[src/rtl/aju_pkg.sv]
package aju_pkg;

  // Register byte offsets on the AHB-Lite slave.
  localparam logic [7:0] OFS_CFG        = 8'h00;
  localparam logic [7:0] OFS_TOT_LIM    = 8'h04;
  localparam logic [7:0] OFS_SEAT_LIM   = 8'h08;
  localparam logic [7:0] OFS_FREE_LIM   = 8'h0c;
  localparam logic [7:0] OFS_SEAT_TRQ   = 8'h10;
  localparam logic [7:0] OFS_STATUS     = 8'h14;
  localparam logic [7:0] OFS_ANGLES     = 8'h18;
  localparam logic [7:0] OFS_FREE_ANGLE = 8'h1c;
  localparam logic [7:0] OFS_CONTROL    = 8'h20;

  // Configuration, limit and control field positions.
  localparam int CFG_JUDG_LSB  = 0;
  localparam int CFG_FREE_LSB  = 2;
  localparam int CFG_SEAT_ANG  = 4;
  localparam int CFG_SEAT_TRQ  = 5;
  localparam int CFG_LIM_AUTO  = 6;
  localparam int CFG_FAST_AUTO = 7;
  localparam int CFG_RPT_LSB   = 8;
  localparam int CFG_MODE_LSB  = 12;
  localparam int HI_LSB        = 16;
  localparam int CTL_RESET     = 0;

  // Selection codes.
  localparam logic [1:0] SEL_OFF  = 2'h0;
  localparam logic [1:0] SEL_ERR  = 2'h1;
  localparam logic [1:0] SEL_WARN = 2'h2;
  localparam logic [3:0] MODE_ANGLE_CTRL = 4'h6;

  // Reset values of the settings.
  localparam logic [9:0]  ANG_MAX      = 10'h3e7;
  localparam logic [9:0]  ANG_ZERO     = 10'h000;
  localparam logic [13:0] FREE_ZERO    = 14'h0000;
  localparam logic [13:0] TRQ_DEFAULT  = 14'h0000;
  localparam logic [31:0] CFG_DEFAULT  = 32'h0000_0000;

  typedef enum logic [2:0] {
    ST_IDLE  = 3'b000,
    ST_FREE  = 3'b001,
    ST_START = 3'b010,
    ST_SEAT  = 3'b011,
    ST_DONE  = 3'b100
  } aju_state_type;

  // Verdict bundle.
  typedef struct packed {
    logic tot_high;
    logic tot_low;
    logic seat_trq;
    logic seat_low;
    logic seat_high;
    logic free_low;
  } aju_flags_type;

  typedef struct packed {
    logic fail_line;
    logic pass_line;
    logic buzzer;
    logic valve_close;
    logic count_dec;
    logic lamp_off;
  } aju_out_type;

endpackage

[src/rtl/aju_angle_judgment.sv]
`timescale 1ns/1ps
`default_nettype none
// Functional notes
// - Total angle above high limit fails
// - Angle-high failure closes the valve
// - Fail line held until error reset
// - Limit errors cleared by reset inputs
// - Seating torque starts angle measurement
// - Stop angle stored, inactive feature
// - Seating torque missing at timer expiry flags
// - Judgment select: fail or warn plus count
// - Fail line for error, pass for warning
// - Seating errors cleared by start or reset
// - Seating angle judged against both limits
// - Seating warning passes and decrements count
// - Seating angle below low limit reported
// - Seating angle above high limit reported
// - Report select picks reported segments
// - Free-run angle below limit checked
// - Free-run warning passes and decrements count
// - Angle judgment select zero, one, two
// - Seating or free-run error: lamp off, buzzer
// - Total angle below low limit fails
// - Free-run low limit used as threshold
module aju_angle_judgment (
  // Clock and reset.
  input  wire  logic        hclk,
  input  wire  logic        hresetn,
  input  wire  logic        clk_en,
  // AHB-Lite slave.
  input  wire  logic        hsel,
  input  wire  logic [7:0]  haddr,
  input  wire  logic [1:0]  htrans,
  input  wire  logic        hwrite,
  input  wire  logic [2:0]  hsize,
  input  wire  logic [31:0] hwdata,
  input  wire  logic        hready,
  output logic [31:0]       hrdata,
  output logic              hreadyout,
  output logic              hresp,
  // Tool measurement.
  input  wire  logic        trigger,
  input  wire  logic        start_torque_hit,
  input  wire  logic [13:0] torque,
  input  wire  logic        angle_pulse,
  input  wire  logic        seat_timer_done,
  input  wire  logic        judge_now,
  // External controller side.
  input  wire  logic        ext_reset,
  input  wire  logic        panel_reset_key,
  // Verdict outputs.
  output logic              fail_output_line,
  output logic              pass_output_line,
  output logic              buzzer,
  output logic              valve_close,
  output logic              count_dec,
  output logic              torque_lamp_off,
  output logic [5:0]        error_flags
);

  logic [31:0]   cfg_ff;
  logic [9:0]    tot_low_ff, total_angle_high_limit_ff;
  logic [9:0]    seating_angle_low_limit_ff, seating_angle_high_limit_ff;
  logic [13:0]   free_low_ff, seating_torque_threshold_ff;
  logic [9:0]    stop_angle_value_ff;
  logic [13:0]   free_cnt_ff;
  logic [9:0]    seat_cnt_ff, tot_cnt_ff;
  aju_pkg::aju_state_type state_ff, nxt_state;
  aju_pkg::aju_flags_type err_ff, warn_ff, nxt_err, nxt_warn;
  aju_pkg::aju_out_type   out_ff, nxt_out;
  logic          ap_valid_ff, ap_write_ff;
  logic [7:0]    ap_addr_ff;
  logic          sw_reset_ff;

  logic [1:0] angle_judgment_select, freerun_check_select, angle_report_select;
  logic [3:0] tightening_selection;
  logic       seating_angle_check_select, seat_trq_check, lim_auto, fast_auto;
  assign angle_judgment_select      = cfg_ff[aju_pkg::CFG_JUDG_LSB +: 2];
  assign freerun_check_select       = cfg_ff[aju_pkg::CFG_FREE_LSB +: 2];
  assign seating_angle_check_select = cfg_ff[aju_pkg::CFG_SEAT_ANG];
  assign seat_trq_check             = cfg_ff[aju_pkg::CFG_SEAT_TRQ];
  assign lim_auto                   = cfg_ff[aju_pkg::CFG_LIM_AUTO];
  assign fast_auto                  = cfg_ff[aju_pkg::CFG_FAST_AUTO];
  assign angle_report_select        = cfg_ff[aju_pkg::CFG_RPT_LSB +: 2];
  assign tightening_selection       = cfg_ff[aju_pkg::CFG_MODE_LSB +: 4];

  // A zero limit disables its check.
  function automatic logic below(input logic [13:0] val, input logic [13:0] lim);
    below = (lim != 14'h0000) && (val < lim);
  endfunction

  function automatic logic above(input logic [13:0] val, input logic [13:0] lim);
    above = (lim != 14'h0000) && (val > lim);
  endfunction

  logic any_reset, start_evt, seat_reach, wr_en, rd_en;
  assign any_reset  = ext_reset | panel_reset_key | sw_reset_ff;
  assign start_evt  = trigger && (state_ff == aju_pkg::ST_IDLE || state_ff == aju_pkg::ST_DONE);
  assign seat_reach = (torque >= seating_torque_threshold_ff);
  assign wr_en      = ap_valid_ff & ap_write_ff;
  assign rd_en      = hsel & hready & htrans[1] & ~hwrite;

  // Bus address phase capture; the slave never inserts wait states.
  always_ff @(posedge hclk or negedge hresetn) begin
    if (!hresetn) begin
      ap_valid_ff <= 1'b0;
      ap_write_ff <= 1'b0;
      ap_addr_ff  <= 8'h00;
    end else if (clk_en && hready) begin
      ap_valid_ff <= hsel & htrans[1];
      ap_write_ff <= hwrite;
      ap_addr_ff  <= haddr;
    end
  end

  // Settings registers written in the data phase.
  always_ff @(posedge hclk or negedge hresetn) begin
    if (!hresetn) begin
      cfg_ff                      <= aju_pkg::CFG_DEFAULT;
      tot_low_ff                  <= aju_pkg::ANG_ZERO;
      total_angle_high_limit_ff   <= aju_pkg::ANG_ZERO;
      seating_angle_low_limit_ff  <= aju_pkg::ANG_ZERO;
      seating_angle_high_limit_ff <= aju_pkg::ANG_MAX;
      free_low_ff                 <= aju_pkg::FREE_ZERO;
      seating_torque_threshold_ff <= aju_pkg::TRQ_DEFAULT;
      stop_angle_value_ff         <= aju_pkg::ANG_MAX;
      sw_reset_ff                 <= 1'b0;
    end else if (clk_en) begin
      sw_reset_ff <= wr_en && ap_addr_ff == aju_pkg::OFS_CONTROL && hwdata[aju_pkg::CTL_RESET];
      if (wr_en) begin
        case (ap_addr_ff)
          aju_pkg::OFS_CFG: begin
            cfg_ff <= hwdata;
          end
          aju_pkg::OFS_TOT_LIM: begin
            tot_low_ff                <= hwdata[9:0];
            total_angle_high_limit_ff <= hwdata[aju_pkg::HI_LSB +: 10];
          end
          aju_pkg::OFS_SEAT_LIM: begin
            seating_angle_low_limit_ff  <= hwdata[9:0];
            seating_angle_high_limit_ff <= hwdata[aju_pkg::HI_LSB +: 10];
          end
          aju_pkg::OFS_FREE_LIM: begin
            free_low_ff <= hwdata[13:0];
          end
          aju_pkg::OFS_SEAT_TRQ: begin
            seating_torque_threshold_ff <= hwdata[13:0];
            stop_angle_value_ff         <= hwdata[aju_pkg::HI_LSB +: 10];
          end
          default: begin
          end
        endcase
      end
    end
  end

  // Read data is registered in the address phase so it stands in the data phase.
  always_ff @(posedge hclk or negedge hresetn) begin
    if (!hresetn) begin
      hrdata <= 32'h0000_0000;
    end else if (clk_en && rd_en) begin
      case (haddr)
        aju_pkg::OFS_CFG:        hrdata <= cfg_ff;
        aju_pkg::OFS_TOT_LIM:    hrdata <= {6'h00, total_angle_high_limit_ff, 6'h00, tot_low_ff};
        aju_pkg::OFS_SEAT_LIM:   hrdata <= {6'h00, seating_angle_high_limit_ff,
                                            6'h00, seating_angle_low_limit_ff};
        aju_pkg::OFS_FREE_LIM:   hrdata <= {18'h00000, free_low_ff};
        aju_pkg::OFS_SEAT_TRQ:   hrdata <= {6'h00, stop_angle_value_ff, 2'h0,
                                            seating_torque_threshold_ff};
        aju_pkg::OFS_STATUS:     hrdata <= {13'h0000, state_ff, 2'h0, warn_ff, 2'h0, err_ff};
        // Segments not chosen by the report select read as zero.
        aju_pkg::OFS_ANGLES:     hrdata <= {6'h00,
                                   (angle_report_select[0] ? seat_cnt_ff : aju_pkg::ANG_ZERO),
                                   6'h00, tot_cnt_ff};
        aju_pkg::OFS_FREE_ANGLE: hrdata <= {18'h00000, (angle_report_select[1] ? free_cnt_ff
                                   : aju_pkg::FREE_ZERO)};
        default:                 hrdata <= 32'h0000_0000;
      endcase
      // A read right behind a write to the same word must see the new value, since
      // the register itself only takes it at this same edge.
      if (wr_en && ap_addr_ff == haddr) begin
        case (haddr)
          aju_pkg::OFS_CFG: begin
            hrdata <= hwdata;
          end
          aju_pkg::OFS_TOT_LIM, aju_pkg::OFS_SEAT_LIM: begin
            hrdata <= {6'h00, hwdata[aju_pkg::HI_LSB +: 10], 6'h00, hwdata[9:0]};
          end
          aju_pkg::OFS_FREE_LIM: begin
            hrdata <= {18'h00000, hwdata[13:0]};
          end
          aju_pkg::OFS_SEAT_TRQ: begin
            hrdata <= {6'h00, hwdata[aju_pkg::HI_LSB +: 10], 2'h0, hwdata[13:0]};
          end
          default: begin
          end
        endcase
      end
    end
  end

  // Held in flip-flops so every port leaves a register.
  // The slave never stalls and always answers OKAY.
  always_ff @(posedge hclk or negedge hresetn) begin
    if (!hresetn) begin
      hreadyout <= 1'b1;
      hresp     <= 1'b0;
    end else if (clk_en) begin
      hreadyout <= 1'b1;
      hresp     <= 1'b0;
    end
  end

  // Fastening sequence and angle accumulation.
  always_comb begin
    nxt_state = state_ff;
    case (state_ff)
      aju_pkg::ST_IDLE, aju_pkg::ST_DONE: begin
        if (trigger) nxt_state = aju_pkg::ST_FREE;
      end
      aju_pkg::ST_FREE: begin
        if (start_torque_hit) nxt_state = aju_pkg::ST_START;
      end
      aju_pkg::ST_START: begin
        if (seat_reach) nxt_state = aju_pkg::ST_SEAT;
        else if (judge_now) nxt_state = aju_pkg::ST_DONE;
      end
      aju_pkg::ST_SEAT: begin
        if (judge_now) nxt_state = aju_pkg::ST_DONE;
      end
      default: nxt_state = aju_pkg::ST_IDLE;
    endcase
  end

  always_ff @(posedge hclk or negedge hresetn) begin
    if (!hresetn) state_ff <= aju_pkg::ST_IDLE;
    else if (clk_en) state_ff <= nxt_state;
  end

  always_ff @(posedge hclk or negedge hresetn) begin
    if (!hresetn) begin
      free_cnt_ff <= aju_pkg::FREE_ZERO;
      seat_cnt_ff <= aju_pkg::ANG_ZERO;
      tot_cnt_ff  <= aju_pkg::ANG_ZERO;
    end else if (clk_en) begin
      if (start_evt) begin
        free_cnt_ff <= aju_pkg::FREE_ZERO;
        seat_cnt_ff <= aju_pkg::ANG_ZERO;
        tot_cnt_ff  <= aju_pkg::ANG_ZERO;
      end else if (angle_pulse) begin
        // Counters saturate rather than wrap so a runaway never looks short.
        if (state_ff == aju_pkg::ST_FREE && free_cnt_ff != 14'h3fff)
          free_cnt_ff <= free_cnt_ff + 14'h0001;
        if (state_ff == aju_pkg::ST_START && seat_cnt_ff != 10'h3ff)
          seat_cnt_ff <= seat_cnt_ff + 10'h001;
        if (state_ff == aju_pkg::ST_SEAT && tot_cnt_ff != 10'h3ff)
          tot_cnt_ff <= tot_cnt_ff + 10'h001;
      end
    end
  end

  // Verdicts. The high limit is checked live so the valve closes at once.
  logic judge_pt, judg_on, hi_now, stop_now;
  assign judge_pt = judge_now && (state_ff == aju_pkg::ST_START || state_ff == aju_pkg::ST_SEAT);
  assign judg_on  = (angle_judgment_select != aju_pkg::SEL_OFF);
  // A count held after the seated phase must not undo a reset of the error.
  assign hi_now   = judg_on && state_ff == aju_pkg::ST_SEAT
                    && above({4'h0, tot_cnt_ff}, {4'h0, total_angle_high_limit_ff});
  // Stop angle is kept for angle control but left inert for now.
  assign stop_now = 1'b0 && tightening_selection == aju_pkg::MODE_ANGLE_CTRL
                    && tot_cnt_ff >= stop_angle_value_ff;

  always_comb begin
    aju_pkg::aju_flags_type ev;
    ev = '0;
    ev.tot_high  = hi_now;
    if (judge_pt) begin
      ev.tot_low   = judg_on && below({4'h0, tot_cnt_ff}, {4'h0, tot_low_ff});
      ev.seat_low  = judg_on && seating_angle_check_select
                     && below({4'h0, seat_cnt_ff}, {4'h0, seating_angle_low_limit_ff});
      ev.seat_high = judg_on && seating_angle_check_select
                     && above({4'h0, seat_cnt_ff}, {4'h0, seating_angle_high_limit_ff});
      ev.free_low  = (freerun_check_select != aju_pkg::SEL_OFF)
                     && below(free_cnt_ff, free_low_ff);
    end
    ev.seat_trq = judg_on && seat_trq_check && seat_timer_done
                  && !seat_reach && state_ff == aju_pkg::ST_START;
    nxt_err  = err_ff;
    nxt_warn = warn_ff;
    // Clears go first so a fresh event in the same cycle still lands.
    if (any_reset) begin
      nxt_err  = '0;
      nxt_warn = '0;
    end else if (start_evt) begin
      if (lim_auto) begin
        nxt_err.tot_high = 1'b0;
        nxt_err.tot_low  = 1'b0;
      end
      if (fast_auto) begin
        nxt_err.seat_trq  = 1'b0;
        nxt_err.seat_low  = 1'b0;
        nxt_err.seat_high = 1'b0;
        nxt_err.free_low  = 1'b0;
      end
      nxt_warn = '0;
    end
    if (angle_judgment_select == aju_pkg::SEL_ERR) begin
      nxt_err.tot_high  = nxt_err.tot_high  | ev.tot_high;
      nxt_err.tot_low   = nxt_err.tot_low   | ev.tot_low;
      nxt_err.seat_trq  = nxt_err.seat_trq  | ev.seat_trq;
      nxt_err.seat_low  = nxt_err.seat_low  | ev.seat_low;
      nxt_err.seat_high = nxt_err.seat_high | ev.seat_high;
    end else begin
      nxt_warn.tot_high  = nxt_warn.tot_high  | ev.tot_high;
      nxt_warn.tot_low   = nxt_warn.tot_low   | ev.tot_low;
      nxt_warn.seat_trq  = nxt_warn.seat_trq  | ev.seat_trq;
      nxt_warn.seat_low  = nxt_warn.seat_low  | ev.seat_low;
      nxt_warn.seat_high = nxt_warn.seat_high | ev.seat_high;
    end
    if (freerun_check_select == aju_pkg::SEL_ERR) nxt_err.free_low = nxt_err.free_low | ev.free_low;
    else nxt_warn.free_low = nxt_warn.free_low | ev.free_low;
  end

  always_ff @(posedge hclk or negedge hresetn) begin
    if (!hresetn) begin
      err_ff  <= '0;
      warn_ff <= '0;
    end else if (clk_en) begin
      err_ff  <= nxt_err;
      warn_ff <= nxt_warn;
    end
  end

  // Output drive, all registered.
  logic any_err, any_warn, judged_ff, nxt_judged;
  assign any_err  = |nxt_err;
  assign any_warn = |nxt_warn;
  assign nxt_judged = judge_pt;

  always_comb begin
    nxt_out             = '0;
    nxt_out.fail_line   = any_err;
    nxt_out.pass_line   = !any_err && any_warn;
    nxt_out.valve_close = nxt_err.tot_high | stop_now;
    nxt_out.buzzer      = any_err | any_warn;
    nxt_out.lamp_off    = nxt_err.seat_trq | nxt_err.seat_low | nxt_err.seat_high
                          | nxt_err.free_low;
    nxt_out.count_dec   = judged_ff && !(|err_ff) && (|warn_ff);
  end

  always_ff @(posedge hclk or negedge hresetn) begin
    if (!hresetn) begin
      out_ff    <= '0;
      judged_ff <= 1'b0;
    end else if (clk_en) begin
      out_ff    <= nxt_out;
      judged_ff <= nxt_judged;
    end
  end

  assign fail_output_line = out_ff.fail_line;
  assign pass_output_line = out_ff.pass_line;
  assign buzzer           = out_ff.buzzer;
  assign valve_close      = out_ff.valve_close;
  assign count_dec        = out_ff.count_dec;
  assign torque_lamp_off  = out_ff.lamp_off;
  assign error_flags      = err_ff;

endmodule
`default_nettype wire

[config.mk]
export PLATFORM = sky130hd
export DESIGN_NAME = aju_angle_judgment
export DESIGN_NICKNAME = d
export VERILOG_FILES = /design/src/rtl/aju_pkg.sv /design/src/rtl/aju_angle_judgment.sv
export SDC_FILE = /design/constraint.sdc
export NUM_CORES = 1
export LEC_CHECK = 0
export BUFFER_PORTS_ARGS = -buffer_cell sky130_fd_sc_hd__buf_2
export CAP_MARGIN = 30
export CORE_MARGIN = 3
export CORE_UTILIZATION = 24
export CTS_CLUSTER_SIZE = 16
export DETAILED_ROUTE_END_ITERATION = 8
export GPL_TIMING_DRIVEN = 0
export HOLD_SLACK_MARGIN = 0.12
export SETUP_SLACK_MARGIN = 0.15
export SLEW_MARGIN = 25
export SYNTH_ARGS = -nofsm -noshare
export SYNTH_HDL_FRONTEND = slang
export SYNTH_SLANG_ARGS = --single-unit
[constraint.sdc]
create_clock -name hclk -period 8.1 [get_ports hclk]
set_clock_uncertainty 0.15 [all_clocks]
set_input_delay 1.62 -clock hclk [delete_from_list [all_inputs] [get_ports hclk]]
set_output_delay 1.62 -clock hclk [all_outputs]
set_load 0.02 [all_outputs]
==> qor.txt, run 1 <==
Die Height = 225 um
slew margin rel. = 34.4%
initial antenna violation count = 1
Cells after DPL = 1894
XOR/XNOR share of the synthesized area = 1.68%
min Tclk post-route = 4080 ps
setup TNS = 0 ps
grt ovf = 0
reg2reg setup slack = 4610 ps
crit path capture type = flip-flop
footprint of the multi-input gates = 5690 um2
Final #Nets = 1454
Final ANT Viol Nets = 0
Clk pwr share = 42.3%
drc violations = 0
Synth Instances = 1177
main combinational cell family by area after synthesis = compound AO/OA/AOI/OAI gates
area added between synthesis and finish = 19.0%
post-synthesis cell area = 11500 um2
register area = 5230 um2
Simple-Gate Fraction of Synth Area = 14.1%
sequential share of power = 44.9%
Area contributors post-synth = dfrtp_1 (42%), ha_1 (7.4%), mux2_2 (7.2%)
worst-margin pin slew = 984 ps
GRT Total Usage = 15.8%
Synth Flop Type = dfrtp_1
Final HPWL DP = 30600 um
Compound-Gate Fraction of Synth Area = 17.9%
ys async rst share = 100%
IO buf count = 108
leading cell types by count after synthesis = dfrtp_1 (192), nand2_1 (139), o21ai_0 (90)
Worst EP arrival = 4380 ps
num ports = 118
worst-path maximum fanout = 10
WP data required = 8400 ps
R2R depth = 10
Crit Reg-Reg Endpoint = buzzer
Placer Congestion = 0.915
P_sw = 0.740 mW
Hold Path End = hrdata[6]
grt peak-use layer = met2
first-pass GRT wire length = 61700 um
Sw Share = 28.0%
post-synth top area share = 41.8%
worst hold path cell count = 2
final worst path period share = 50.4%
Leak = 6.25 nW
final hold viol count = 0
met2 usage = 25.8%
number of synthesized register bits = 208
maximum clock insertion buffer count = 3
number of synthesized flops with an enable pin = 0
DR vias = 9952
Max VDD drop = 0.150 mV
hold crit path type = reg2reg
net count after synthesis = 1317
Synth cell types = 64
Initial Utilization = 24.5%
top cell type by total area after synthesis = dfrtp_1
cts hold-fix bufs = 0
drt first pass iters = 6
vias in the first global route = 10065
DIE AREA = 50600 um2
cell area power density = 193 nW/um2
clk_lat worst skew = 530 ps
CP Launch Point = haddr[1]
combinational power share = 12.8%
RSZ-0062 raised after global routing = no
CTS Sinks = 208
MaxCap Viol Count = 0
Setup CP Type = in2reg
Final setup viols = 0
hold path startpoint = hrdata[6]
Total Wirelength = 40200 um
CTS buffer count = 24
top-count cell post-synth = dfrtp_1
share of layout cells above drive strength 1 = 20.7%
H-tree lvl count = 1
Setup Buffers After CTS = 0
portion of netlist area occupied by mux cells = 8.32%
Cell Count, Final, Fillers Out = 1940
largest net degree at the start of global routing = 75
Startpoint Class = primary input
root buffer cell = clkbuf_16
Post-Syn Area per Cell = 9.77 um2
Core ar. = 47000 um2
PostCTS Resize Cnt = 0
Die X = 225 um
Worst-path clk slew = 60 ps
Post-Synth Adder-Cell Area = 7.40%
CTS tree = built
Fmax = 245 MHz
FP Rows = 79
register area share after synthesis = 45.4%
FF-to-FF Start = seating_angle_high_limit_ff[5]
detailed-route wire length per cell = 20.7 um
Vias/cell = 5.13
met1 usage = 20.8%
Final Slew Violations = 0
M3 GR Usage = 2.92%
status = finished clean
# fillers = 4908
Starting DRT DRC Count = 921
Pint = 1.90 mW
Syn. warnings = 0
-- power by group through the flow --
stage	logic (mW)	clock network, mW	registers [mW]
3_3_place_gp	0.324	0	1.20
5_1_grt	0.385	1.18	1.19
2_1_floorplan	0.210	0	1.16
4_1_cts	0.338	1.14	1.18
3_5_place_dp	0.336	0	1.20
6_report	0.337	1.12	1.19
-- layout make-up --
class / count / share of cell area [%]
diodes: 1 / 0.0183
plain buffers: 61 / 2.30
clock buffers: 36 / 5.24
clock inverters: 8 / 0.677
inverters: 73 / 2.00
multi-input cells: 835 / 41.6
flip-flops and latches: 208 / 38.2
well taps: 607 / 5.55
repair buffers: 111 / 4.46
-- per-layer routing --
layer | vias up | routed length (um)
met3 | 101 | 2780
met4 | 0 | 1670
met2 | 397 | 18500
met5 | - | 0
li1 | 4548 | -
met1 | 4906 | 17200
-- registers in the layout, indices dropped and copies added (netlist names), 3 cells and up --
| register | cells |
|---|---|
| tot_cnt_ff | 10 |
| state_ff | 3 |
| warn_ff | 6 |
| free_low_ff | 14 |
| free_cnt_ff | 14 |
| total_angle_high_limit_ff | 10 |
| ap_addr_ff | 8 |
| hrdata | 32 |
| tot_low_ff | 10 |
| cfg_ff | 32 |
| seating_angle_high_limit_ff | 10 |
| seat_cnt_ff | 10 |
| seating_torque_threshold_ff | 14 |
| error_flags | 5 |
| stop_angle_value_ff | 10 |
| seating_angle_low_limit_ff | 10 |
-- worst max path at each step --
stage | endpoint | slack, ps | cells past startpoint
global route | hrdata[0] | 3930 | 9
CTS | hrdata[0] | 4140 | 9
floorplan | pass_output_line | 4530 | 9
global placement | fail_output_line | 1630 | 1
detailed placement | hrdata[5] | 3580 | 9
finish | hrdata[5] | 4020 | 9
-- cells in the final DEF, fill, tap and decap left out, drive strengths merged, types with 3 or more instances in the layout --
cell type | synthesis | final
o31ai | 4 | 4
nor2 | 52 | 52
o211ai | 5 | 5
clkbuf | 32 | 68
xor2 | 16 | 16
clkinv | 1 | 6
nand2b | 11 | 11
nand4 | 19 | 19
nor3 | 21 | 21
and3 | 8 | 8
a22o | 28 | 28
dfrtp | 192 | 192
nor4 | 18 | 18
and4 | 3 | 3
nand3 | 17 | 17
a31oi | 15 | 15
nor2b | 6 | 6
a21o | 6 | 6
o21a | 6 | 6
and2 | 8 | 8
o221ai | 5 | 5
a221oi | 21 | 21
a21oi | 84 | 84
ha | 68 | 68
buf | 29 | 140
or3 | 18 | 18
nand2 | 139 | 139
a22oi | 20 | 20
o21ai | 113 | 113
inv | 72 | 72
a222oi | 8 | 8
dfstp | 16 | 16
xnor2 | 6 | 6
mux2 | 77 | 77
mux2i | 9 | 9
-- worst max-delay path, cell delays in order --
cell,delay (ps)
buf_2,120
nor4_2,390
nand3b_1,250
nor2_1,580
clkbuf_1,620
a221oi_1,230
a31oi_1,340
a21oi_1,80
o21ai_1,120
-- logic make-up (layout without fill, tap and decap cells) --
kind of cell,after synthesis,in the layout
simple gates,331,331
compound gates,326,326
flops,208,208
buf+inv,134,289
mux,86,86
fa+ha+maj,68,68
xor+xnor,22,22
other cells,2,3
-- per-stage QoR --
step	power (mW)	utilization (%)	setup slack (ps)	cell area [um2]	hold WS, ps
finish	2.64	29.1	4020	13700	326
global route	2.76	29.1	3930	13700	353
CTS	2.66	29.1	4140	13700	334
detailed placement	1.54	27.4	3580	12900	321
global placement	1.52	27.3	1630	12800	312
floorplan	1.37	-	4530	11500	291
(Power assumes the default switching activity.)
==> run 2: changes to the inputs <==
==> constraint.sdc (replaced) <==
create_clock -name hclk -period 3.4 [get_ports hclk]
set_clock_uncertainty 0.15 [all_clocks]
set_input_delay 0.68 -clock hclk [delete_from_list [all_inputs] [get_ports hclk]]
set_output_delay 0.68 -clock hclk [all_outputs]
set_load 0.02 [all_outputs]
==> qor.txt, run 2 (synthesized netlist as in run 1, its figures left out) <==
Setup CP Type = in2reg
vias in the first global route = 10062
Worst path slowest cell = nor2_1
Worst EP arrival = 3440 ps
largest net degree at the start of global routing = 75
cell area power density = 459 nW/um2
Cell Count, Final, Fillers Out = 1940
Cells after DPL = 1894
R2R depth = 10
final worst path period share = 92.6%
Starting DRT DRC Count = 871
FP Rows = 79
Crit Reg-Reg Endpoint = pass_output_line
Initial Utilization = 24.5%
maximum clock insertion buffer count = 3
Vias/cell = 5.13
Largest regs = cfg_ff (32), hrdata (32)
initial antenna violation count = 1
Buf/Inv on CP = 2
MaxCap Viol Count = 0
Final ANT Viol Nets = 0
drt first pass iters = 5
Total Wirelength = 40100 um
slew margin rel. = 34.3%
H-tree lvl count = 1
CTS buffer count = 24
GRT Total Usage = 15.8%
FF-to-FF Start = seating_angle_high_limit_ff[5]
detailed-route wire length per cell = 20.7 um
Final setup viols = 0
Worst-path clk slew = 60 ps
status = finished clean
Max VDD drop = 0.355 mV
Worst Setup EP = hrdata[0]
Final Slew Violations = 0
family with the most delay on the worst path = simple AND/OR/NAND/NOR gates
Die Height = 225 um
hold crit path type = in2reg
Placed Instance Area = 12900 um2
clk_lat worst skew = 530 ps
Leak = 6.26 nW
footprint of the multi-input gates = 5710 um2
grt ovf = 0
Final HPWL DP = 30600 um
IO buf count = 108
RSZ-0062 raised after global routing = no
# fillers = 4903
Critical Path Stages = 9
Finished Cell Area = 13700 um2
share of layout cells above drive strength 1 = 20.9%
CP Launch Point = haddr[1]
drc violations = 0
Die X = 225 um
register area = 5230 um2
worst-path maximum fanout = 10
critical path cell sequence = buf_2, nor4_2, nand3b_1, nor2_1, clkbuf_1, a22oi_1, a31oi_1, a21oi_1, o21ai_1
num ports = 118
Startpoint Class = primary input
DIE AREA = 50600 um2
CTS Sinks = 208
commonest cells after routing, fill and taps aside = dfrtp_1 (192), nand2_1 (139), buf_2 (120)
CTS tree = built
crit path capture type = flip-flop
reg2reg setup slack = 400 ps
root buffer cell = clkbuf_16
min Tclk post-route = 3150 ps
Fmax = 318 MHz
area added between synthesis and finish = 19.2%
Placer Congestion = 0.915
final hold viol count = 0
max incr delay on CP = 610 ps
worst-margin pin slew = 986 ps
WP data required = 3690 ps
DR vias = 9961
Core ar. = 47000 um2
Final #Nets = 1455
Setup Buffers After CTS = 0
commonest non-fill, non-tap cell in the layout = dfrtp_1
number of diodes = 0
first-pass GRT wire length = 61700 um
-- run 2: cell types whose count changed in the layout (fill, tap and decap cells not counted), sizes merged --
cell / change
dlygate4sd3: +1
diode: -1
-- run 2: repair_timing --
item | in CTS | in global routing
endpoints found under the hold margin | 59 | 0
gates resized for setup | 1 | 2
hold buffers | 1 | 0
endpoints found under the setup margin | 2 | 2
-- run 2: power breakdown --
part | leakage [nW] | internal, mW | switching, mW
sequential | 2.58 | 2.61 | 0.215
combinational | 3.28 | 0.313 | 0.501
clock | 0.399 | 1.60 | 1.05
-- run 2: stage by stage --
step	hold WS, ps	total power, mW	util, %	setup slack, ps	TNS [ps]
4_1_cts	240	6.34	29.2	171	0
3_3_place_gp	312	3.63	27.3	-2130	-416180
5_1_grt	259	6.58	29.2	172	0
3_5_place_dp	321	3.66	27.4	-185	-771
2_1_floorplan	234	3.28	-	752	0
6_report	260	6.29	29.2	252	0
-- run 2: worst min-delay path by stage --
stage                     from            end  slack [ps]  cells after the start
floorplan              hresetn  ap_addr_ff[0]         230                      0
global placement    hrdata[27]     hrdata[27]         310                      2
detailed placement   hrdata[6]      hrdata[6]         320                      2
CTS                     hwrite    ap_write_ff         240                      2
global route            hwrite    ap_write_ff         260                      2
finish                  hwrite    ap_write_ff         260                      2
-- run 2: metal layers --
layer,vias up,GRT usage [%],routed length (um)
met4,2,5.95,1590
met2,382,25.7,18600
met3,98,2.92,2790
met1,4920,20.8,17200
met5,-,0,13
li1,4559,-,-
-- run 2: layout make-up --
type | instances | share of cell area, %
plain buffers | 61 | 2.30
inverters | 73 | 2.00
flip-flops and latches | 208 | 38.1
clock buffers | 36 | 5.23
well taps | 607 | 5.54
clock inverters | 8 | 0.675
repair buffers | 112 | 4.53
multi-input cells | 835 | 41.6
-- run 2: worst reg2reg max path, stage by stage (launching register included) --
cell and delay [ps]:
dfstp_2 550, inv_1 60, ha_1 320, and4_1 220, o21ai_0 80, a21oi_1 120, o31ai_4 340, o22a_1 210
nand4b_1 160, or4_1 550, o2bb2ai_1 160
==> run 3: changes to the inputs <==
--- a/config.mk
+++ b/config.mk
@@ -13,6 +13,7 @@
 export DETAILED_ROUTE_END_ITERATION = 8
 export GPL_TIMING_DRIVEN = 0
 export HOLD_SLACK_MARGIN = 0.12
+export RECOVER_POWER = 25
 export SETUP_SLACK_MARGIN = 0.15
 export SLEW_MARGIN = 25
 export SYNTH_ARGS = -nofsm -noshare
==> qor.txt, run 3 (synthesized netlist as in run 1, its figures left out) <==
status = complete, but fails checks
failing checks = max-capacitance violations, max-slew violations
share of layout cells above drive strength 1 = 20.9%
CTS Sinks = 208
WP data required = 3690 ps
detailed-route wire length per cell = 20.7 um
MaxCap Viol Count = 1
Sw Share = 28.1%
sequential share of power = 44.9%
DR vias = 9944
maximum clock insertion buffer count = 3
GRT Total Usage = 15.8%
Leak = 6.26 nW
reg2reg setup slack = 400 ps
Pint = 4.52 mW
hold crit path type = in2reg
grt ovf = 0
RSZ-0062 raised after global routing = no
Largest regs = cfg_ff (32), hrdata (32)
max incr delay on CP = 600 ps
Worst EP arrival = 3430 ps
Die X = 225 um
Placed Instance Area = 12900 um2
cell area power density = 459 nW/um2
# fillers = 4904
FP Rows = 79
setup TNS = 0 ps
Die Height = 225 um
area added between synthesis and finish = 19.1%
CTS tree = built
commonest cells after routing, fill and taps aside = dfrtp_1 (192), nand2_1 (139), buf_2 (120)
Setup Buffers After CTS = 0
worst-margin pin slew = 1880 ps
IO buf count = 108
Final Core Density = 29.2%
footprint of the multi-input gates = 5710 um2
Placer Congestion = 0.915
Place WS = -185 ps
first-pass GRT wire length = 61700 um
final hold viol count = 0
clk_lat worst skew = 530 ps
number of diodes = 0
Total Wirelength = 40100 um
Pwr Total = 6.29 mW
Hold Slack = 261 ps
vias in the first global route = 10062
Cells after DPL = 1894
largest net degree at the start of global routing = 75
Startpoint Class = primary input
final worst path period share = 92.4%
Cell Count, Final, Fillers Out = 1940
Setup CP Type = in2reg
slew margin rel. = -25.2%
Vias/cell = 5.13
Final HPWL DP = 30600 um
combinational power share = 12.9%
Worst path slowest cell = nor2_1
Final Slew Violations = 73
drt first pass iters = 5
Final ANT Viol Nets = 0
Finished Cell Area = 13700 um2
Core ar. = 47000 um2
min Tclk post-route = 3140 ps
commonest non-fill, non-tap cell in the layout = dfrtp_1
Starting DRT DRC Count = 871
Initial Utilization = 24.5%
final worst slack = 260 ps
CTS buffer count = 24
Clk pwr share = 42.2%
worst-path maximum fanout = 10
H-tree lvl count = 1
crit path capture type = flip-flop
critical path cell sequence = buf_2, nor4_2, nand3b_1, nor2_1, clkbuf_1, a22oi_1, a31oi_1, a21oi_1, o21ai_1
root buffer cell = clkbuf_16
Final setup viols = 0
Worst-path clk slew = 60 ps
P_sw = 1.77 mW
Fmax = 318 MHz
DIE AREA = 50600 um2
Final #Nets = 1455
num ports = 118
initial antenna violation count = 1
Max VDD drop = 0.355 mV
register area = 5230 um2
drc violations = 0
## run 3: final timing paths
kind / cells past startpoint / from / to
setup / recovery: 9 / haddr[1] / hrdata[0]
hold / removal: 2 / hwrite / ap_write_ff
setup reg to reg: 10 / seating_angle_high_limit_ff[5] / pass_output_line
hold reg to reg: 2 / hrdata[6] / hrdata[6]
max in group asynchronous: 4 / hresetn / free_low_ff[13]
min in group asynchronous: 2 / hresetn / hrdata[14]
## run 3: timing repair
action                                 CTS  global route
pin swaps                                0             0
hold buffers                             1             0
endpoints found under the hold margin   59             0
setup endpoints to repair                2             2
resized for setup                        1             2
## run 3: layout make-up
cell class / count / share of cell area [%]
flip-flops and latches: 208 / 38.1
clock buffers: 36 / 5.23
clock inverters: 8 / 0.676
inverters: 73 / 2.00
multi-input cells: 835 / 41.7
plain buffers: 61 / 2.30
repair buffers: 112 / 4.46
well taps: 607 / 5.54
## run 3: per-layer routing
layer,track usage [%],wire length (um),up-vias
li1,-,-,4559
met1,20.8,17100,4911
met2,25.7,18600,380
met3,2.92,2820,92
met4,5.95,1550,2
met5,0,13,-
## run 3: power by group through the flow
stage	clock (mW)	combinational, mW	sequential, mW
after floorplan	0	0.500	2.77
after global placement	0	0.772	2.86
after detailed placement	0	0.800	2.86
after CTS	2.71	0.809	2.82
after global routing	2.81	0.926	2.84
final	2.65	0.813	2.82
## run 3: critical path, delay by kind of cell
kind | cells | cell delay [ps]
AOI/OAI and AO/OA | 4 | 790
buffers and inverters | 2 | 720
and+or+nand+nor | 3 | 1240
